## config.mk

```make
export PLATFORM = sky130hd
export DESIGN_NAME = wake_input_voltage_measure_ctrl
export DESIGN_NICKNAME = d
export VERILOG_FILES = /design/src/rtl/wake_meas_pkg.sv /design/src/rtl/wake_filter.sv /design/src/rtl/wake_input_voltage_measure_ctrl.sv
export SDC_FILE = /design/constraint.sdc
export NUM_CORES = 1
export LEC_CHECK = 0
export CORE_ASPECT_RATIO = 0.6
export CORE_MARGIN = 10
export CORE_UTILIZATION = 50
export CTS_BUF_LIST = sky130_fd_sc_hd__clkbuf_4
export CTS_CLUSTER_DIAMETER = 60
export DETAILED_ROUTE_END_ITERATION = 7
export DONT_BUFFER_PORTS = 1
export SETUP_SLACK_MARGIN = 0.5
export SYNTH_ARGS = -nofsm -noshare
export SYNTH_HDL_FRONTEND = slang
export SYNTH_HIERARCHICAL = 1
export SYNTH_SLANG_ARGS = --single-unit
```

## constraint.sdc

```tcl
create_clock -name clk -period 7.8 [get_ports clk]
set_input_delay 1.56 -clock clk [delete_from_list [all_inputs] [get_ports clk]]
set_output_delay 1.56 -clock clk [all_outputs]
set_load 0.01 [all_outputs]
```

## src/rtl/wake_meas_pkg.sv

```systemverilog
// Constants and types shared by the wake input measurement control logic
package wake_meas_pkg;

    // Operating modes, one-hot
    typedef enum logic [5:0] {
        MODE_INIT     = 6'b00_0001,
        MODE_NORMAL   = 6'b00_0010,
        MODE_STOP     = 6'b00_0100,
        MODE_SLEEP    = 6'b00_1000,
        MODE_RESTART  = 6'b01_0000,
        MODE_FAILSAFE = 6'b10_0000
    } sbc_mode_e;

    // Clock rate and filter times
    localparam int CLK_MHZ            = 100;
    localparam int SHORT_FILTER_US    = 16;
    localparam int LONG_FILTER_US     = 64;
    localparam int SHORT_FILTER_CYC   = SHORT_FILTER_US * CLK_MHZ;
    localparam int LONG_FILTER_CYC    = LONG_FILTER_US * CLK_MHZ;

    // Pull configuration field codes
    localparam logic [1:0] PULL_NONE  = 2'h0;
    localparam logic [1:0] PULL_DOWN  = 2'h1;
    localparam logic [1:0] PULL_UP    = 2'h2;
    localparam logic [1:0] PULL_AUTO  = 2'h3;

    // Filter configuration: code 1 is static long filter, others short
    localparam logic [1:0] FILT_LONG  = 2'h1;

    // Pin indices
    localparam int SENSE_IDX          = 0;
    localparam int OUT_IDX            = 1;

endpackage

```

## src/rtl/wake_filter.sv

```systemverilog
// Edge filter for one wake input
`timescale 1ns/100ps
module wake_filter
    import wake_meas_pkg::*;
#(
    parameter int SHORT_CYC = SHORT_FILTER_CYC,
    parameter int LONG_CYC  = LONG_FILTER_CYC
) (
    input  wire logic clk,
    input  wire logic rst_n,
    input  wire logic pinLevel,     // Comparator output, already gated
    input  wire logic gate,         // Freeze filter while gated
    input  wire logic longSel,      // Long filter selected
    output logic      stableLevel,  // Filtered level
    output logic      edgePulse     // One cycle on accepted transition
);

    localparam int CW = $clog2(LONG_CYC + 1);

    logic [CW-1:0] cnt_r;           // Cycles the new level has held
    logic          stable_r;        // Accepted level
    logic [CW-1:0] limit;           // Selected filter length

    // Filter length follows selection
    assign limit = longSel ? CW'(LONG_CYC) : CW'(SHORT_CYC);

    // Count while input differs; crossing back resets the count
    always_ff @(posedge clk or negedge rst_n) begin
        if (!rst_n) begin
            cnt_r    <= '0;
            stable_r <= 1'b0;
            edgePulse <= 1'b0;
        end else begin
            edgePulse <= 1'b0;
            if (gate || pinLevel == stable_r) begin
                cnt_r <= '0;
            end else if (cnt_r + CW'(1) >= limit) begin
                // Either direction is an event
                cnt_r     <= '0;
                stable_r  <= pinLevel;
                edgePulse <= 1'b1;
            end else begin
                cnt_r <= cnt_r + CW'(1);
            end
        end
    end

    assign stableLevel = stable_r;

endmodule

```

## src/rtl/wake_input_voltage_measure_ctrl.sv

```systemverilog
// Measurement mode control and gating for the two shared wake inputs
`timescale 1ns/100ps
module wake_input_voltage_measure_ctrl
    import wake_meas_pkg::*;
#(
    parameter int SHORT_CYC = SHORT_FILTER_CYC,
    parameter int LONG_CYC  = LONG_FILTER_CYC
) (
    input  wire logic       clk,
    input  wire logic       rst_n,
    input  wire logic [5:0] sbcMode,            // Current mode, one-hot
    input  wire logic       measEnWrite,        // Write strobe for enable bit
    input  wire logic       measEnData,         // Value written
    input  wire logic       cfgWrite,           // Write strobe for pin config
    input  wire logic [3:0] pullCfgData,        // Pull codes, 2 bits per pin
    input  wire logic [3:0] filtCfgData,        // Filter codes, 2 bits per pin
    input  wire logic [1:0] wakeEnData,         // Wake enables per pin
    input  wire logic       otherWakeSrc,       // Any other wake source enabled
    input  wire logic       sleepCmd,           // Sleep command pulse
    input  wire logic [1:0] pinComp,            // Comparator levels, pins 0/1
    input  wire logic       statusClear,        // Clear wake status pulse
    output logic            measurement_enable, // Stored enable bit
    output logic            measure_switch,     // Switch closed when high
    output logic [1:0]      pullUpOn,           // Pull-up source per pin
    output logic [1:0]      pullDownOn,         // Pull-down source per pin
    output logic [3:0]      pull_config_reg,    // Stored pull config
    output logic [3:0]      filter_config_reg,  // Stored filter config
    output logic [1:0]      wake_enable_reg,    // Stored wake enables
    output logic [1:0]      wake_status_reg,    // Sticky wake flags
    output logic [1:0]      aux_wake_status_reg,// Sticky event flags
    output logic [1:0]      pin_level_status_reg,// Filtered pin levels
    output logic            wakeEvent,          // Wake request pulse
    output logic            intEvent,           // Interrupt request pulse
    output logic            cmdFault,           // Command fault flag
    output logic            restartReq          // Restart mode request pulse
);

    // Pin count and per-pin config field width
    localparam int NPIN = OUT_IDX + 1;  // Sense pin and output pin
    localparam int FW   = 2;            // Config bits per pin

    // Internal state
    logic       meas_r;                 // Enable bit
    logic       sw_r;                   // Switch control
    logic [3:0] pull_r;                 // Stored pull config
    logic [3:0] filt_r;                 // Stored filter config
    logic [1:0] wen_r;                  // Stored wake enables
    logic [1:0] wstat_r;                // Wake status
    logic [1:0] aux_r;                  // Auxiliary status
    logic [1:0] lvl_r;                  // Level status
    logic       fault_r;                // Command fault
    logic       restart_r;              // Restart request
    logic       wake_r;                 // Wake pulse
    logic       int_r;                  // Interrupt pulse
    logic       isNormal;               // Mode is normal
    logic       evtMode;                // Mode signals by interrupt
    logic       wakeMode;               // Mode signals by wake-up
    logic [1:0] gatedComp;              // Comparator after gating
    logic [1:0] stable;                 // Filter outputs
    logic [1:0] edgeP;                  // Filter edge pulses
    logic [1:0] pinEvt;                 // Accepted and enabled events
    logic       onlyGated;              // Only shared pins can wake

    // Mode decodes from the one-hot mode input; interrupts serve the
    // awake modes and wake-ups the low-power ones, the rest stay
    // silent
    assign isNormal = (sbcMode == MODE_NORMAL);
    assign evtMode  = (sbcMode == MODE_NORMAL) || (sbcMode == MODE_STOP);
    assign wakeMode = (sbcMode == MODE_SLEEP) || (sbcMode == MODE_FAILSAFE);

    // Enable bit, cleared by reset
    // Written as a whole; nothing else touches it
    always_ff @(posedge clk or negedge rst_n) begin
        if (!rst_n) begin
            meas_r <= 1'b0;
        end else if (measEnWrite) begin
            meas_r <= measEnData;
        end
    end

    // Switch re-evaluated every cycle from bit and mode
    // Registered so the switch driver never sees a decode glitch;
    // leaving normal mode opens it one cycle later
    always_ff @(posedge clk or negedge rst_n) begin
        if (!rst_n) begin
            sw_r <= 1'b0;
        end else begin
            sw_r <= meas_r && isNormal;
        end
    end

    // Config always stored, even when enabled
    // Stored values read back unchanged, so software may prepare
    // them before turning the function off
    always_ff @(posedge clk or negedge rst_n) begin
        if (!rst_n) begin
            pull_r <= 4'h0;
            filt_r <= 4'h0;
            wen_r  <= 2'h0;
        end else if (cfgWrite) begin
            pull_r <= pullCfgData;
            filt_r <= filtCfgData;
            wen_r  <= wakeEnData;
        end
    end

    // Comparator gated while measurement enabled
    // Forcing the comparators low keeps the loaded pins from
    // starting the filters while the switch is in use
    assign gatedComp = meas_r ? 2'h0 : pinComp;

    // One filter per pin; config ignored while gated
    // The filter holds its counter cleared while gated, so a stale
    // partial count cannot complete once the gate opens
    genvar g;
    generate
        for (g = 0; g < NPIN; g++) begin : gFilt
            wake_filter #(
                .SHORT_CYC (SHORT_CYC),
                .LONG_CYC  (LONG_CYC)
            ) uFilt (
                .clk         (clk),
                .rst_n       (rst_n),
                .pinLevel    (gatedComp[g]),
                .gate        (meas_r),
                .longSel     (filt_r[FW*g +: FW] == FILT_LONG),
                .stableLevel (stable[g]),
                .edgePulse   (edgeP[g])
            );
            // Pull sources off while enabled, else per config
            // Automatic switching follows the filtered level, so the
            // source flips only once the filter accepts a new level
            always_comb begin
                pullUpOn[g]   = 1'b0;
                pullDownOn[g] = 1'b0;
                if (!meas_r) begin
                    case (pull_r[FW*g +: FW])
                        PULL_DOWN: pullDownOn[g] = 1'b1;
                        PULL_UP:   pullUpOn[g]   = 1'b1;
                        PULL_AUTO: begin
                            pullUpOn[g]   = stable[g];
                            pullDownOn[g] = !stable[g];
                        end
                        default:   ;
                    endcase
                end
            end
        end
    endgenerate

    // Events only when enabled as wake source and not gated
    // Pins that are not wake sources still report their level
    assign pinEvt = meas_r ? 2'h0 : (edgeP & wen_r);

    // Wake and auxiliary status never set while enabled, only cleared; set beats clear
    // A clear in the event's cycle keeps the event, so no wake is
    // lost to a read-and-clear
    always_ff @(posedge clk or negedge rst_n) begin
        if (!rst_n) begin
            wstat_r <= 2'h0;
            aux_r   <= 2'h0;
        end else begin
            wstat_r <= (statusClear ? 2'h0 : wstat_r) | pinEvt;
            aux_r   <= (statusClear ? 2'h0 : aux_r) | pinEvt;
        end
    end

    // Level status held while enabled
    // Levels are updated only in normal and stop modes
    always_ff @(posedge clk or negedge rst_n) begin
        if (!rst_n) begin
            lvl_r <= 2'h0;
        end else if (!meas_r && evtMode) begin
            lvl_r <= stable;
        end
    end

    // Event signalling: interrupt or wake-up by mode
    // Registered pulses, one cycle long
    always_ff @(posedge clk or negedge rst_n) begin
        if (!rst_n) begin
            int_r  <= 1'b0;
            wake_r <= 1'b0;
        end else begin
            int_r  <= (|pinEvt) && evtMode;
            wake_r <= (|pinEvt) && wakeMode;
        end
    end

    // Sleep refused when only gated pins could wake
    // Any other enabled source lets the sleep go ahead
    assign onlyGated = meas_r && (|wen_r) && !otherWakeSrc;

    // Fault is sticky until cleared; a refused sleep and a clear in
    // one cycle keep the fault
    always_ff @(posedge clk or negedge rst_n) begin
        if (!rst_n) begin
            fault_r   <= 1'b0;
            restart_r <= 1'b0;
        end else begin
            restart_r <= sleepCmd && onlyGated;
            if (sleepCmd && onlyGated) begin
                fault_r <= 1'b1;
            end else if (statusClear) begin
                fault_r <= 1'b0;
            end
        end
    end

    // Register outputs
    assign measurement_enable   = meas_r;
    assign measure_switch       = sw_r;
    assign pull_config_reg      = pull_r;
    assign filter_config_reg    = filt_r;
    assign wake_enable_reg      = wen_r;
    assign wake_status_reg      = wstat_r;
    assign aux_wake_status_reg  = aux_r;
    assign pin_level_status_reg = lvl_r;
    assign wakeEvent            = wake_r;
    assign intEvent             = int_r;
    assign cmdFault             = fault_r;
    assign restartReq           = restart_r;

endmodule

```

==> summary.txt, run 1 <==
Synth
  • Post-synthesis instance area: 0.00268 mm^2
  • Synth unique cells: 37
  • Primary flip-flop cell chosen by synthesis mapping: dfrtp_1
  • Portion of synthesized cell area occupied by the leading cell type: 48.6%
  • Synthesized netlist net count: 286
  • Post-synthesis sequential area ratio: 48.6%
  • Mean post-synth cell area: 10.9 um^2
  • Post-synth EDFFs: 0
  • Register bit total from synthesis: 52
  • Cell type with the largest total area after synthesis: dfrtp_1
  • Most common cell in the netlist: dfrtp_1
  • Fraction of registers with async set/reset: 100%
  • Most frequent cells after synthesis: 52 x dfrtp_1, 25 x nor2_1, 14 x ha_1, 14 x nor2b_1
  • Synth Instances: 246
  • Count of synthesis-stage warnings from yosys: 6
  • Synth area leaders: dfrtp_1 49%, ha_1 6.5%, mux2_1 5.1%, xnor2_1 3.9%, xor2_1 3.9%

Pwr
  • Part of the power in combinational logic: 7.9%
  • Net Sw Frac: 25.6%
  • Worst VDD drop: 0.0962 mV
  • Leakage power summed over all cells: 1.29 nW
  • Cell Pwr Density: 172 mW/mm^2
  • Net switching component of the power: 0.124 mW
  • Sequential power share: 61.3%
  • Clk network pwr share: 30.8%
  • Internal Power: 0.361 mW

STA
  • Unrepaired setup endpoints after global routing: no
  • Fraction of the cycle the final worst path needs: 40.8%
  • Post-Route Hold Slack: 0.531 ns
  • Headroom to the max-slew limit: 48.1%
  • Number of hold-slack violations in the final timing report: 0
  • Fmax achieved: 0.314 GHz
  • Pin slew with the least headroom to its limit: 0.779 ns
  • Final Critical Period: 3.18 ns
  • Pins over their slew limit: 0
  • Clock tree skew after final layout: 0.00607 ns
  • Final sum of negative setup slack: 0 ns
  • Setup violation total in the final timing report: 0

Detailed routing
  • Drt first-iter violations: 83
  • Vias: 1,756
  • Total wire length: 5870 um
  • Post-detailed-route via-to-cell ratio: 5.56
  • Detailed-route wire length per cell: 18.6 um
  • DRT Pass-1 Iters: 4
  • Final routed DRC violation total: 0
  • Final antenna-violating net count: 0

Floorplanning
  • Die boundary height: 76.7 um
  • Die outline width: 114 um
  • Core area: 0.00513 mm^2
  • Starting utilization of the core area: 52.1%
  • Placement row count: 20
  • Die Area: 0.00877 mm^2
  • Number of I/O pins: 52

CTS
  • Resized Gates After CTS: 0
  • Root Buffer: clkbuf_4
  • Clock latency at the later pin of the worst-skew pair: 0.36 ns
  • Clock input transition at the sequential cells of the worst setup and hold paths: 0.14 ns
  • Number of post-CTS setup repair buffers: 0
  • TritonCTS clock tree: done
  • Number of buffers between clock root and the deepest sink: 2
  • Number of buffers inserted during clock tree synthesis: 5
  • H-tree depth reported by CTS: 2
  • Number of clock sinks: 52
  • Post-cts hold buffer count: 0

Setup path
  • Count of buffering cells on the critical path with inverters included: 0
  • Crit path max-delay family: flip-flops
  • Worst flop-to-flop path startpoint: gFilt[0].uFilt/cnt_r[0]
  • Critical-path cell with the highest stage delay: dfrtp_1
  • Data required time of the critical path: 6.24 ns
  • Endpoint type of the worst setup path: primary output
  • Category of the critical setup timing path: register to primary output
  • FF-to-FF setup slack: 4.76 ns
  • CP startpoint kind: register
  • Arrival @ worst endpoint: 1.62 ns
  • Critical-path maximum fanout: 18
  • Logic depth of the worst register-to-register path: 10
  • CP max stage delay: 0.69 ns
  • Ordered list of cells on the worst path: a211oi_1
  • Crit Reg-Reg Endpoint: gFilt[0].uFilt/stableLevel

Placement
  • Gpl congestion: 0.801
  • Number of input and output port buffers inserted: 0
  • Detailed placer's ending HPWL: 4510 um

Global routing
  • Sum of overflow across all layers after global routing: 0
  • Number of antenna violations at the first check in global routing: 0
  • Global-route wire length before repair: 9720 um
  • All-layer global routing usage: 13.9%
  • Pin count of the biggest net entering global routing: 53
  • Via count of the first global-routing pass: 1,772

Min path
  • Worst hold endpoint: gFilt[1].uFilt/cnt_r[0]
  • Number of cells on the worst hold path: 1
  • Beginning of the worst hold path: gFilt[1].uFilt/cnt_r[0]
  • HP Class: register to register

Finish
  • Final layout net count: 289
  • Max FFs per register: 26
  • Signed area change from the synthesized netlist to the final layout: 5.24%
  • Ratio of cells with drive above 1 in the final layout: 7.60%
  • Antenna diode count: 0
  • Filler Cell Count: 452

Status
  • Result of the run: finished, final reports clean

Flow run
  • # Max-Cap Violations: 0
area by class of cell:
type | instances | area [um^2] | share of cell area, %
clock buffer | 5 | 37.5 | 1.33
clock inverter | 3 | 37.5 | 1.33
inverter | 10 | 37.5 | 1.33
multi-input combinational | 180 | 1320 | 46.8
sequential | 52 | 1300 | 46.2
tap | 66 | 82.6 | 2.93
cells in the final DEF (no fill, tap or decap), types with 4 or more instances in the layout:
cell type  netlist  layout
ha_1            14      14
and2_1           4       4
nand4_1         10      10
clkbuf_4         0       5
a211oi_1         4       4
nand3_1          8       8
nor3_1           4       4
a21o_1           6       6
nand2_1         11      11
dfrtp_1         52      52
and3_1           4       4
a21oi_1          4       4
inv_1            9       9
mux2_1          12      12
a31oi_1          4       4
xnor2_1         12      12
o21ai_0          4       4
nor2_1          25      25
xor2_1          12      12
nor2b_1         14      14
o2bb2ai_1        4       4
worst max-delay path by stage:
stage | startpoint | end | cells past startpoint
6_report | measurement_enable | pullDownOn[1] | 1
5_1_grt | measurement_enable | pullDownOn[1] | 1
4_1_cts | measurement_enable | pullDownOn[1] | 1
3_5_place_dp | gFilt[1].uFilt/cnt_r[0] | gFilt[1].uFilt/cnt_r[2] | 10
3_3_place_gp | gFilt[0].uFilt/cnt_r[0] | gFilt[0].uFilt/stableLevel | 10
2_1_floorplan | gFilt[0].uFilt/cnt_r[0] | gFilt[0].uFilt/stableLevel | 10
stage by stage:
step           worst slack (ns)  area, um^2  cells  power, mW  util (%)
2_1_floorplan              5.05        2680    246      0.330         -
3_3_place_gp               4.79        2740    308      0.341      53.4
3_5_place_dp               4.78        2740    308      0.342      53.4
4_1_cts                    4.52        2820    316      0.493      54.9
5_1_grt                    4.48        2820    316      0.513      54.9
6_report                   4.62        2820    316      0.485      54.9
power groups by stage:
stage          clock network, mW  registers, mW  logic, mW
2_1_floorplan                  0          0.296     0.0338
3_3_place_gp                   0          0.303     0.0381
3_5_place_dp                   0          0.303     0.0385
4_1_cts                    0.157          0.298     0.0388
5_1_grt                    0.169          0.300     0.0442
6_report                   0.149          0.297     0.0385
kinds of logic (layout without fill, tap and decap cells):
group / after synthesis / in the layout / synth area share, %
AO/OA/AOI/OAI: 31 / 31 / 8.23
XOR/XNOR: 24 / 24 / 7.86
flip-flops: 52 / 52 / 48.6
AND/OR/NAND/NOR: 97 / 97 / 20.8
buffers and inverters: 14 / 18 / 2.06
adder cells (fa/ha/maj): 14 / 14 / 6.55
multiplexers: 14 / 14 / 5.89
metal layers:
| layer | vias up | track usage (%) | routed length (um) |
|---|---|---|---|
| li1 | 879 | - | - |
| met5 | - | 0 | 0 |
| met1 | 815 | 21.2 | 3250 |
| met3 | 5 | 7.61 | 658 |
| met4 | 0 | 2.62 | 28 |
| met2 | 57 | 16.0 | 1920 |
No activity file was read; power rests on OpenSTA's default activity.
==> run 2, diff against run 1 <==
==> constraint.sdc (replaced) <==
create_clock -name clk -period 3.2 [get_ports clk]
set_input_delay 0.64 -clock clk [delete_from_list [all_inputs] [get_ports clk]]
set_output_delay 0.64 -clock clk [all_outputs]
set_load 0.01 [all_outputs]
==> summary.txt, run 2 (synthesis results as in run 1) <==
CTS
  • Root Buffer: clkbuf_4
  • Clock input transition at the sequential cells of the worst setup and hold paths: 0.15 ns (about the same)
  • H-tree depth reported by CTS: 2 (unchanged)
  • TritonCTS clock tree: done
  • Number of clock sinks: 52 (unchanged)
  • Clock latency at the later pin of the worst-skew pair: 0.36 ns (about the same)
  • Number of buffers between clock root and the deepest sink: 2 (unchanged)
  • Number of buffers inserted during clock tree synthesis: 5 (unchanged)

STA
  • Setup ws final: 0.498 ns (-4.12 ns)
  • Pin slew with the least headroom to its limit: 0.444 ns (-0.335 ns)
  • Final sum of negative setup slack: 0 ns (unchanged)
  • Headroom to the max-slew limit: 70.2% (+22 points)
  • Final Critical Period: 2.70 ns
  • Pins over their slew limit: 0 (unchanged)
  • Number of hold-slack violations in the final timing report: 0 (unchanged)
  • Fmax achieved: 0.370 GHz
  • Clock tree skew after final layout: 0.0122 ns (+0.00615 ns)
  • Setup violation total in the final timing report: 0 (unchanged)
  • Unrepaired setup endpoints after global routing: yes
  • Post-Route Hold Slack: 0.113 ns (-0.418 ns)
  • Fraction of the cycle the final worst path needs: 84.4%

Placement
  • Post-DP Area: 0.00279 mm^2 (+1.6%)
  • Placed Cells: 312 (+1.3%)
  • Detailed placer's ending HPWL: 4500 um (-0.27%)
  • Gpl congestion: 0.840 (+4.9%)
  • Number of input and output port buffers inserted: 0 (unchanged)
  • Pre-CTS WS: 0.289 ns (-4.49 ns)

Finish
  • Core Util, Final: 61.1% (+6.2 points)
  • Final layout net count: 314 (+8.7%)
  • Max FFs per register: 26 (unchanged)
  • Commonest non-fill, non-tap cell in the layout: dfrtp_1
  • Signed area change from the synthesized netlist to the final layout: 17.2%
  • Top library cells by usage in the layout, fill and taps aside: 51 x dfrtp_1, 21 x nor2_1, 17 x buf_4
  • Ratio of cells with drive above 1 in the final layout: 22.9% (+15 points)
  • Antenna diode count: 0 (unchanged)
  • Post-route standard cell area excluding fillers: 0.00313 mm^2 (+11%)
  • Final cell count without fillers: 341 (+7.9%)

Pwr
  • Net Sw Frac: 28.0% (+2.4 points)
  • Net switching component of the power: 0.321 mW (+160%)
  • Cell Pwr Density: 366 mW/mm^2 (+110%)
  • Leakage power summed over all cells: 1.44 nW (+11%)
  • Final Total Pwr: 1.15 mW (+140%)
  • Part of the power in combinational logic: 12.6% (+4.7 points)
  • Worst VDD drop: 0.329 mV (+240%)
  • Internal Power: 0.826 mW (+130%)
  • Clk network pwr share: 24.7% (-6.1 points)
  • Sequential power share: 62.7% (+1.4 points)

Floorplanning
  • Die outline width: 114 um (unchanged)
  • Die Area: 0.00877 mm^2 (unchanged)
  • Number of I/O pins: 52 (unchanged)
  • Placement row count: 20 (unchanged)
  • Starting utilization of the core area: 52.1% (unchanged)
  • Die boundary height: 76.7 um (unchanged)
  • Core area: 0.00513 mm^2 (unchanged)

Detailed routing
  • Drt first-iter violations: 80 (-3.6%)
  • Detailed-route wire length per cell: 18.4 um (-0.85%)
  • Vias: 1,901 (+8.3%)
  • DRT Pass-1 Iters: 4 (unchanged)
  • Post-detailed-route via-to-cell ratio: 5.57 (+0.32%)
  • Final routed DRC violation total: 0 (unchanged)
  • Final antenna-violating net count: 0 (unchanged)
  • Total wire length: 6280 um (+7.0%)

Global routing
  • Sum of overflow across all layers after global routing: 0 (unchanged)
  • Via count of the first global-routing pass: 1,888 (+6.5%)
  • Pin count of the biggest net entering global routing: 53 (unchanged)
  • Number of antenna violations at the first check in global routing: 1 (+1)
  • Global-route wire length before repair: 9820 um (+0.99%)
  • All-layer global routing usage: 13.6% (-0.24 points)

Flow run
  • # Max-Cap Violations: 0 (unchanged)

Status
  • Result of the run: finished, final reports clean

Setup path
  • CP startpoint kind: register
  • Critical-path maximum fanout: 3 (-15)
  • Category of the critical setup timing path: register to register
  • Arrival @ worst endpoint: 2.96 ns (+1.34 ns)
  • Data required time of the critical path: 3.46 ns (-2.78 ns)
  • Endpoint type of the worst setup path: register

Min path
  • HP Class: input port to async pin
==> run 2: layout make-up <==
type	count	area, um^2
fillers	433	2000
multi-input cells	180	1430
flip-flops and latches	52	1300
repair buffers	25	234
well taps	66	82.6
clock buffers	5	37.5
inverters	10	37.5
clock inverters	3	13.8
==> run 2: timing repair <==
action,4_1_cts,5_1_grt
hold buffers,1,0
hold endpoints to repair,52,0
pin swaps,11,17
setup buffers,15,5
resized for setup,6,22
endpoints found under the setup margin,26,26
==> run 2: final timing paths <==
path / slack (ns) / endpoint / startpoint / cells after the start
min in group clk: 0.34 / restartReq / otherWakeSrc / 1
max in group asynchronous: 2.84 / gFilt[0].uFilt/cnt_r[0] / rst_n / 1
max reg2reg: 0.50 / gFilt[0].uFilt/stableLevel / gFilt[0].uFilt/cnt_r[0] / 10
min reg2reg: 0.54 / gFilt[0].uFilt/cnt_r[0] / gFilt[0].uFilt/cnt_r[0] / 1
min: 0.11 / wake_enable_reg[1] / rst_n / 1
max: 0.50 / gFilt[0].uFilt/stableLevel / gFilt[0].uFilt/cnt_r[0] / 10
==> run 2: per-layer routing <==
layer | global-route usage, % | share of wire, % | up-vias
met2 | 16.6 | 39 | 67
met1 | 21.1 | 50 | 901
met3 | 6.14 | 10 | 4
met5 | 0 | 0.21 | -
met4 | 1.87 | 0.22 | 2
li1 | - | - | 927
==> run 2: critical path, stage by stage (launching register included) <==
cell	delay (ns)
dfrtp_2	0.48
ha_4	0.17
and4_4	0.17
and3_1	0.17
xor2_1	0.15
ha_1	0.30
nand4_1	0.14
or2_4	0.26
a41o_1	0.23
a31oi_2	0.21
mux2_4	0.31
==> run 2: power groups by stage <==
stage / registers (mW) / logic [mW] / clock network (mW)
global route: 0.725 / 0.165 / 0.327
finish: 0.719 / 0.145 / 0.284
global placement: 0.730 / 0.108 / 0
detailed placement: 0.731 / 0.109 / 0
CTS: 0.720 / 0.139 / 0.300
floorplan: 0.722 / 0.0826 / 0
==> run 3, diff against run 2 <==
==> constraint.sdc (replaced) <==
create_clock -name clk -period 2.65 [get_ports clk]
set_input_delay 0.53 -clock clk [delete_from_list [all_inputs] [get_ports clk]]
set_output_delay 0.53 -clock clk [all_outputs]
set_load 0.01 [all_outputs]
==> summary.txt, run 3 (synthesis results as in run 1) <==
Detailed routing
  • Total wire length: 6360 um (+1.4%)
  • Final routed DRC violation total: 0 (unchanged)
  • Drt first-iter violations: 154 (+93%)
  • Post-detailed-route via-to-cell ratio: 5.60 (+0.45%)
  • Vias: 1,988 (+4.6%)
  • Final antenna-violating net count: 0 (unchanged)
  • DRT Pass-1 Iters: 4 (unchanged)
  • Detailed-route wire length per cell: 17.9 um (-2.6%)

Global routing
  • Sum of overflow across all layers after global routing: 0 (unchanged)
  • Global-route wire length before repair: 10,500 um (+7.3%)
  • Via count of the first global-routing pass: 1,993 (+5.6%)
  • Pin count of the biggest net entering global routing: 53 (unchanged)
  • Number of antenna violations at the first check in global routing: 0 (-1)
  • All-layer global routing usage: 14.9% (+1.3 points)

Pwr
  • Clk network pwr share: 29.8% (+5.1 points)
  • Part of the power in combinational logic: 14.0% (+1.4 points)
  • Final Total Pwr: 1.54 mW (+34%)
  • Worst VDD drop: 0.215 mV (-35%)
  • Sequential power share: 56.2% (-6.5 points)
  • Cell Pwr Density: 457 mW/mm^2 (+25%)
  • Leakage power summed over all cells: 1.52 nW (+5.6%)
  • Net switching component of the power: 0.424 mW (+32%)
  • Internal Power: 1.12 mW (+35%)
  • Net Sw Frac: 27.5% (-0.48 points)

Placement
  • Detailed placer's ending HPWL: 4660 um (+3.6%)
  • Post-DP Area: 0.00302 mm^2 (+8.4%)
  • Number of input and output port buffers inserted: 0 (unchanged)
  • Gpl congestion: 0.769 (-8.5%)

Finish
  • Ratio of cells with drive above 1 in the final layout: 31.1% (+8.2 points)
  • Final layout net count: 328 (+4.5%)
  • Commonest non-fill, non-tap cell in the layout: dfrtp_1
  • Top library cells by usage in the layout, fill and taps aside: 51 x dfrtp_1, 32 x buf_4, 15 x nor2_1
  • Signed area change from the synthesized netlist to the final layout: 25.9%
  • Max FFs per register: 26 (unchanged)
  • Antenna diode count: 0 (unchanged)
  • Core Util, Final: 65.7% (+4.6 points)
  • Post-route standard cell area excluding fillers: 0.00337 mm^2 (+7.5%)

STA
  • Setup violation total in the final timing report: 1 (+1)
  • Fraction of the cycle the final worst path needs: 101% (+17 points)
  • Pin slew with the least headroom to its limit: 0.403 ns (-0.0412 ns)
  • Headroom to the max-slew limit: 72.9% (+2.6 points)
  • Clock tree skew after final layout: 0.00546 ns (-0.00676 ns)
  • Final sum of negative setup slack: -0.0255 ns (-0.0255 ns)
  • Number of hold-slack violations in the final timing report: 0 (unchanged)
  • Setup ws final: -0.0255 ns (-0.524 ns)
  • Fmax achieved: 0.374 GHz (+0.97%)
  • Post-Route Hold Slack: 0.194 ns (+0.0804 ns)
  • Final Critical Period: 2.68 ns (-0.0260 ns)
  • Pins over their slew limit: 0 (unchanged)
  • Unrepaired setup endpoints after global routing: yes

Setup path
  • Critical-path maximum fanout: 3 (unchanged)
  • Endpoint type of the worst setup path: register
  • Critical-path cell with the highest stage delay: dfrtp_1
  • Ordered list of cells on the worst path: ha_4, and4_4, and3_4, xor2_2, ha_1, nand4_1, or2_4, a41o_1, a31oi_1, mux2_1
  • Data required time of the critical path: 2.93 ns (-0.53 ns)
  • FF-to-FF setup slack: -0.03 ns (-0.52 ns)
  • CP startpoint kind: register
  • Category of the critical setup timing path: register to register
  • CP max stage delay: 0.44 ns (-0.04 ns)
  • Arrival @ worst endpoint: 2.96 ns (about the same)

Status
  • Violations in the final reports: setup timing
  • Result of the run: finished with violations

CTS
  • Number of buffers inserted during clock tree synthesis: 5 (unchanged)
  • Number of buffers between clock root and the deepest sink: 2 (unchanged)
  • Clock latency at the later pin of the worst-skew pair: 0.38 ns (+0.02 ns)
  • Clock input transition at the sequential cells of the worst setup and hold paths: 0.15 ns (about the same)
  • H-tree depth reported by CTS: 2 (unchanged)
  • Number of clock sinks: 52 (unchanged)
  • Root Buffer: clkbuf_4
  • TritonCTS clock tree: done

Floorplanning
  • Starting utilization of the core area: 52.1% (unchanged)
  • Die Area: 0.00877 mm^2 (unchanged)
  • Placement row count: 20 (unchanged)
  • Core area: 0.00513 mm^2 (unchanged)
  • Die boundary height: 76.7 um (unchanged)
  • Die outline width: 114 um (unchanged)
  • Number of I/O pins: 52 (unchanged)

Flow run
  • # Max-Cap Violations: 0 (unchanged)

Min path
  • HP Class: input port to register
## run 3: cell types whose count changed in the layout (fill, tap and decap cells not counted), moves of 3 or more
cell | previous run | this run
a211oi_1 | 3 | 0
buf_4 | 17 | 32
buf_6 | 7 | 4
nor2_1 | 21 | 15
nor2_2 | 3 | 7
## run 3: what timing repair did
item,in CTS,in global routing
gates resized for setup,19,21
hold buffers,2,0
endpoints found under the hold margin,52,0
buffers inserted,5,1
pin swaps,24,13
endpoints found under the setup margin,31,32
cloned,1,0
## run 3: per-layer routing
layer / global-route usage (%) / vias up / share of wire (%)
met2: 17.9 / 76 / 36
met1: 22.4 / 956 / 51
met3: 8.08 / 2 / 13
met5: 0 / - / 0
met4: 2.24 / 0 / 0.13
li1: - / 954 / -
## run 3: worst max-delay path: cells and delay by family, from the launching register on
family / cells / cell delay, ns
adders and majority gates: 2 / 0.48
AOI/OAI and AO/OA: 2 / 0.41
DFF: 1 / 0.44
xor gates and xnor gates: 1 / 0.16
and+or+nand+nor: 4 / 0.73
muxes: 1 / 0.34
## run 3: final timing paths
check / endpoint / depth (start not counted) / start
setup / recovery: gFilt[0].uFilt/stableLevel / 10 / gFilt[0].uFilt/cnt_r[1]
hold / removal: measure_switch / 1 / sbcMode[3]
setup reg to reg: gFilt[0].uFilt/stableLevel / 10 / gFilt[0].uFilt/cnt_r[1]
hold reg to reg: aux_wake_status_reg[0] / 1 / aux_wake_status_reg[0]
max in group asynchronous: measurement_enable / 2 / rst_n
min in group asynchronous: wake_enable_reg[1] / 2 / rst_n
## run 3: layout make-up
| cell class | count | area [um^2] |
|---|---|---|
| Clock inverter | 3 | 42.5 |
| Clock buffer | 5 | 37.5 |
| Timing Repair Buffer | 39 | 343 |
| Sequential cell | 52 | 1300 |
| Fill cell | 395 | 1760 |
| Inverter | 10 | 37.5 |
| Tap cell | 66 | 82.6 |
| Multi-Input combinational cell | 180 | 1520 |
## run 3: power by group through the flow
stage	combinational [mW]	sequential (mW)	clock, mW
finish	0.216	0.867	0.459
global route	0.241	0.874	0.509
CTS	0.203	0.867	0.476
detailed placement	0.155	0.882	0
global placement	0.153	0.882	0
floorplan	0.104	0.875	0
## run 3: per-stage QoR
stage                     std cells  setup slack [ns]
final                           355           -0.0255
after detailed placement        338         -0.000672
after floorplan                 246            0.0824
after global routing            355            -0.134
after CTS                       354           -0.0173
after global placement          338           -0.0773
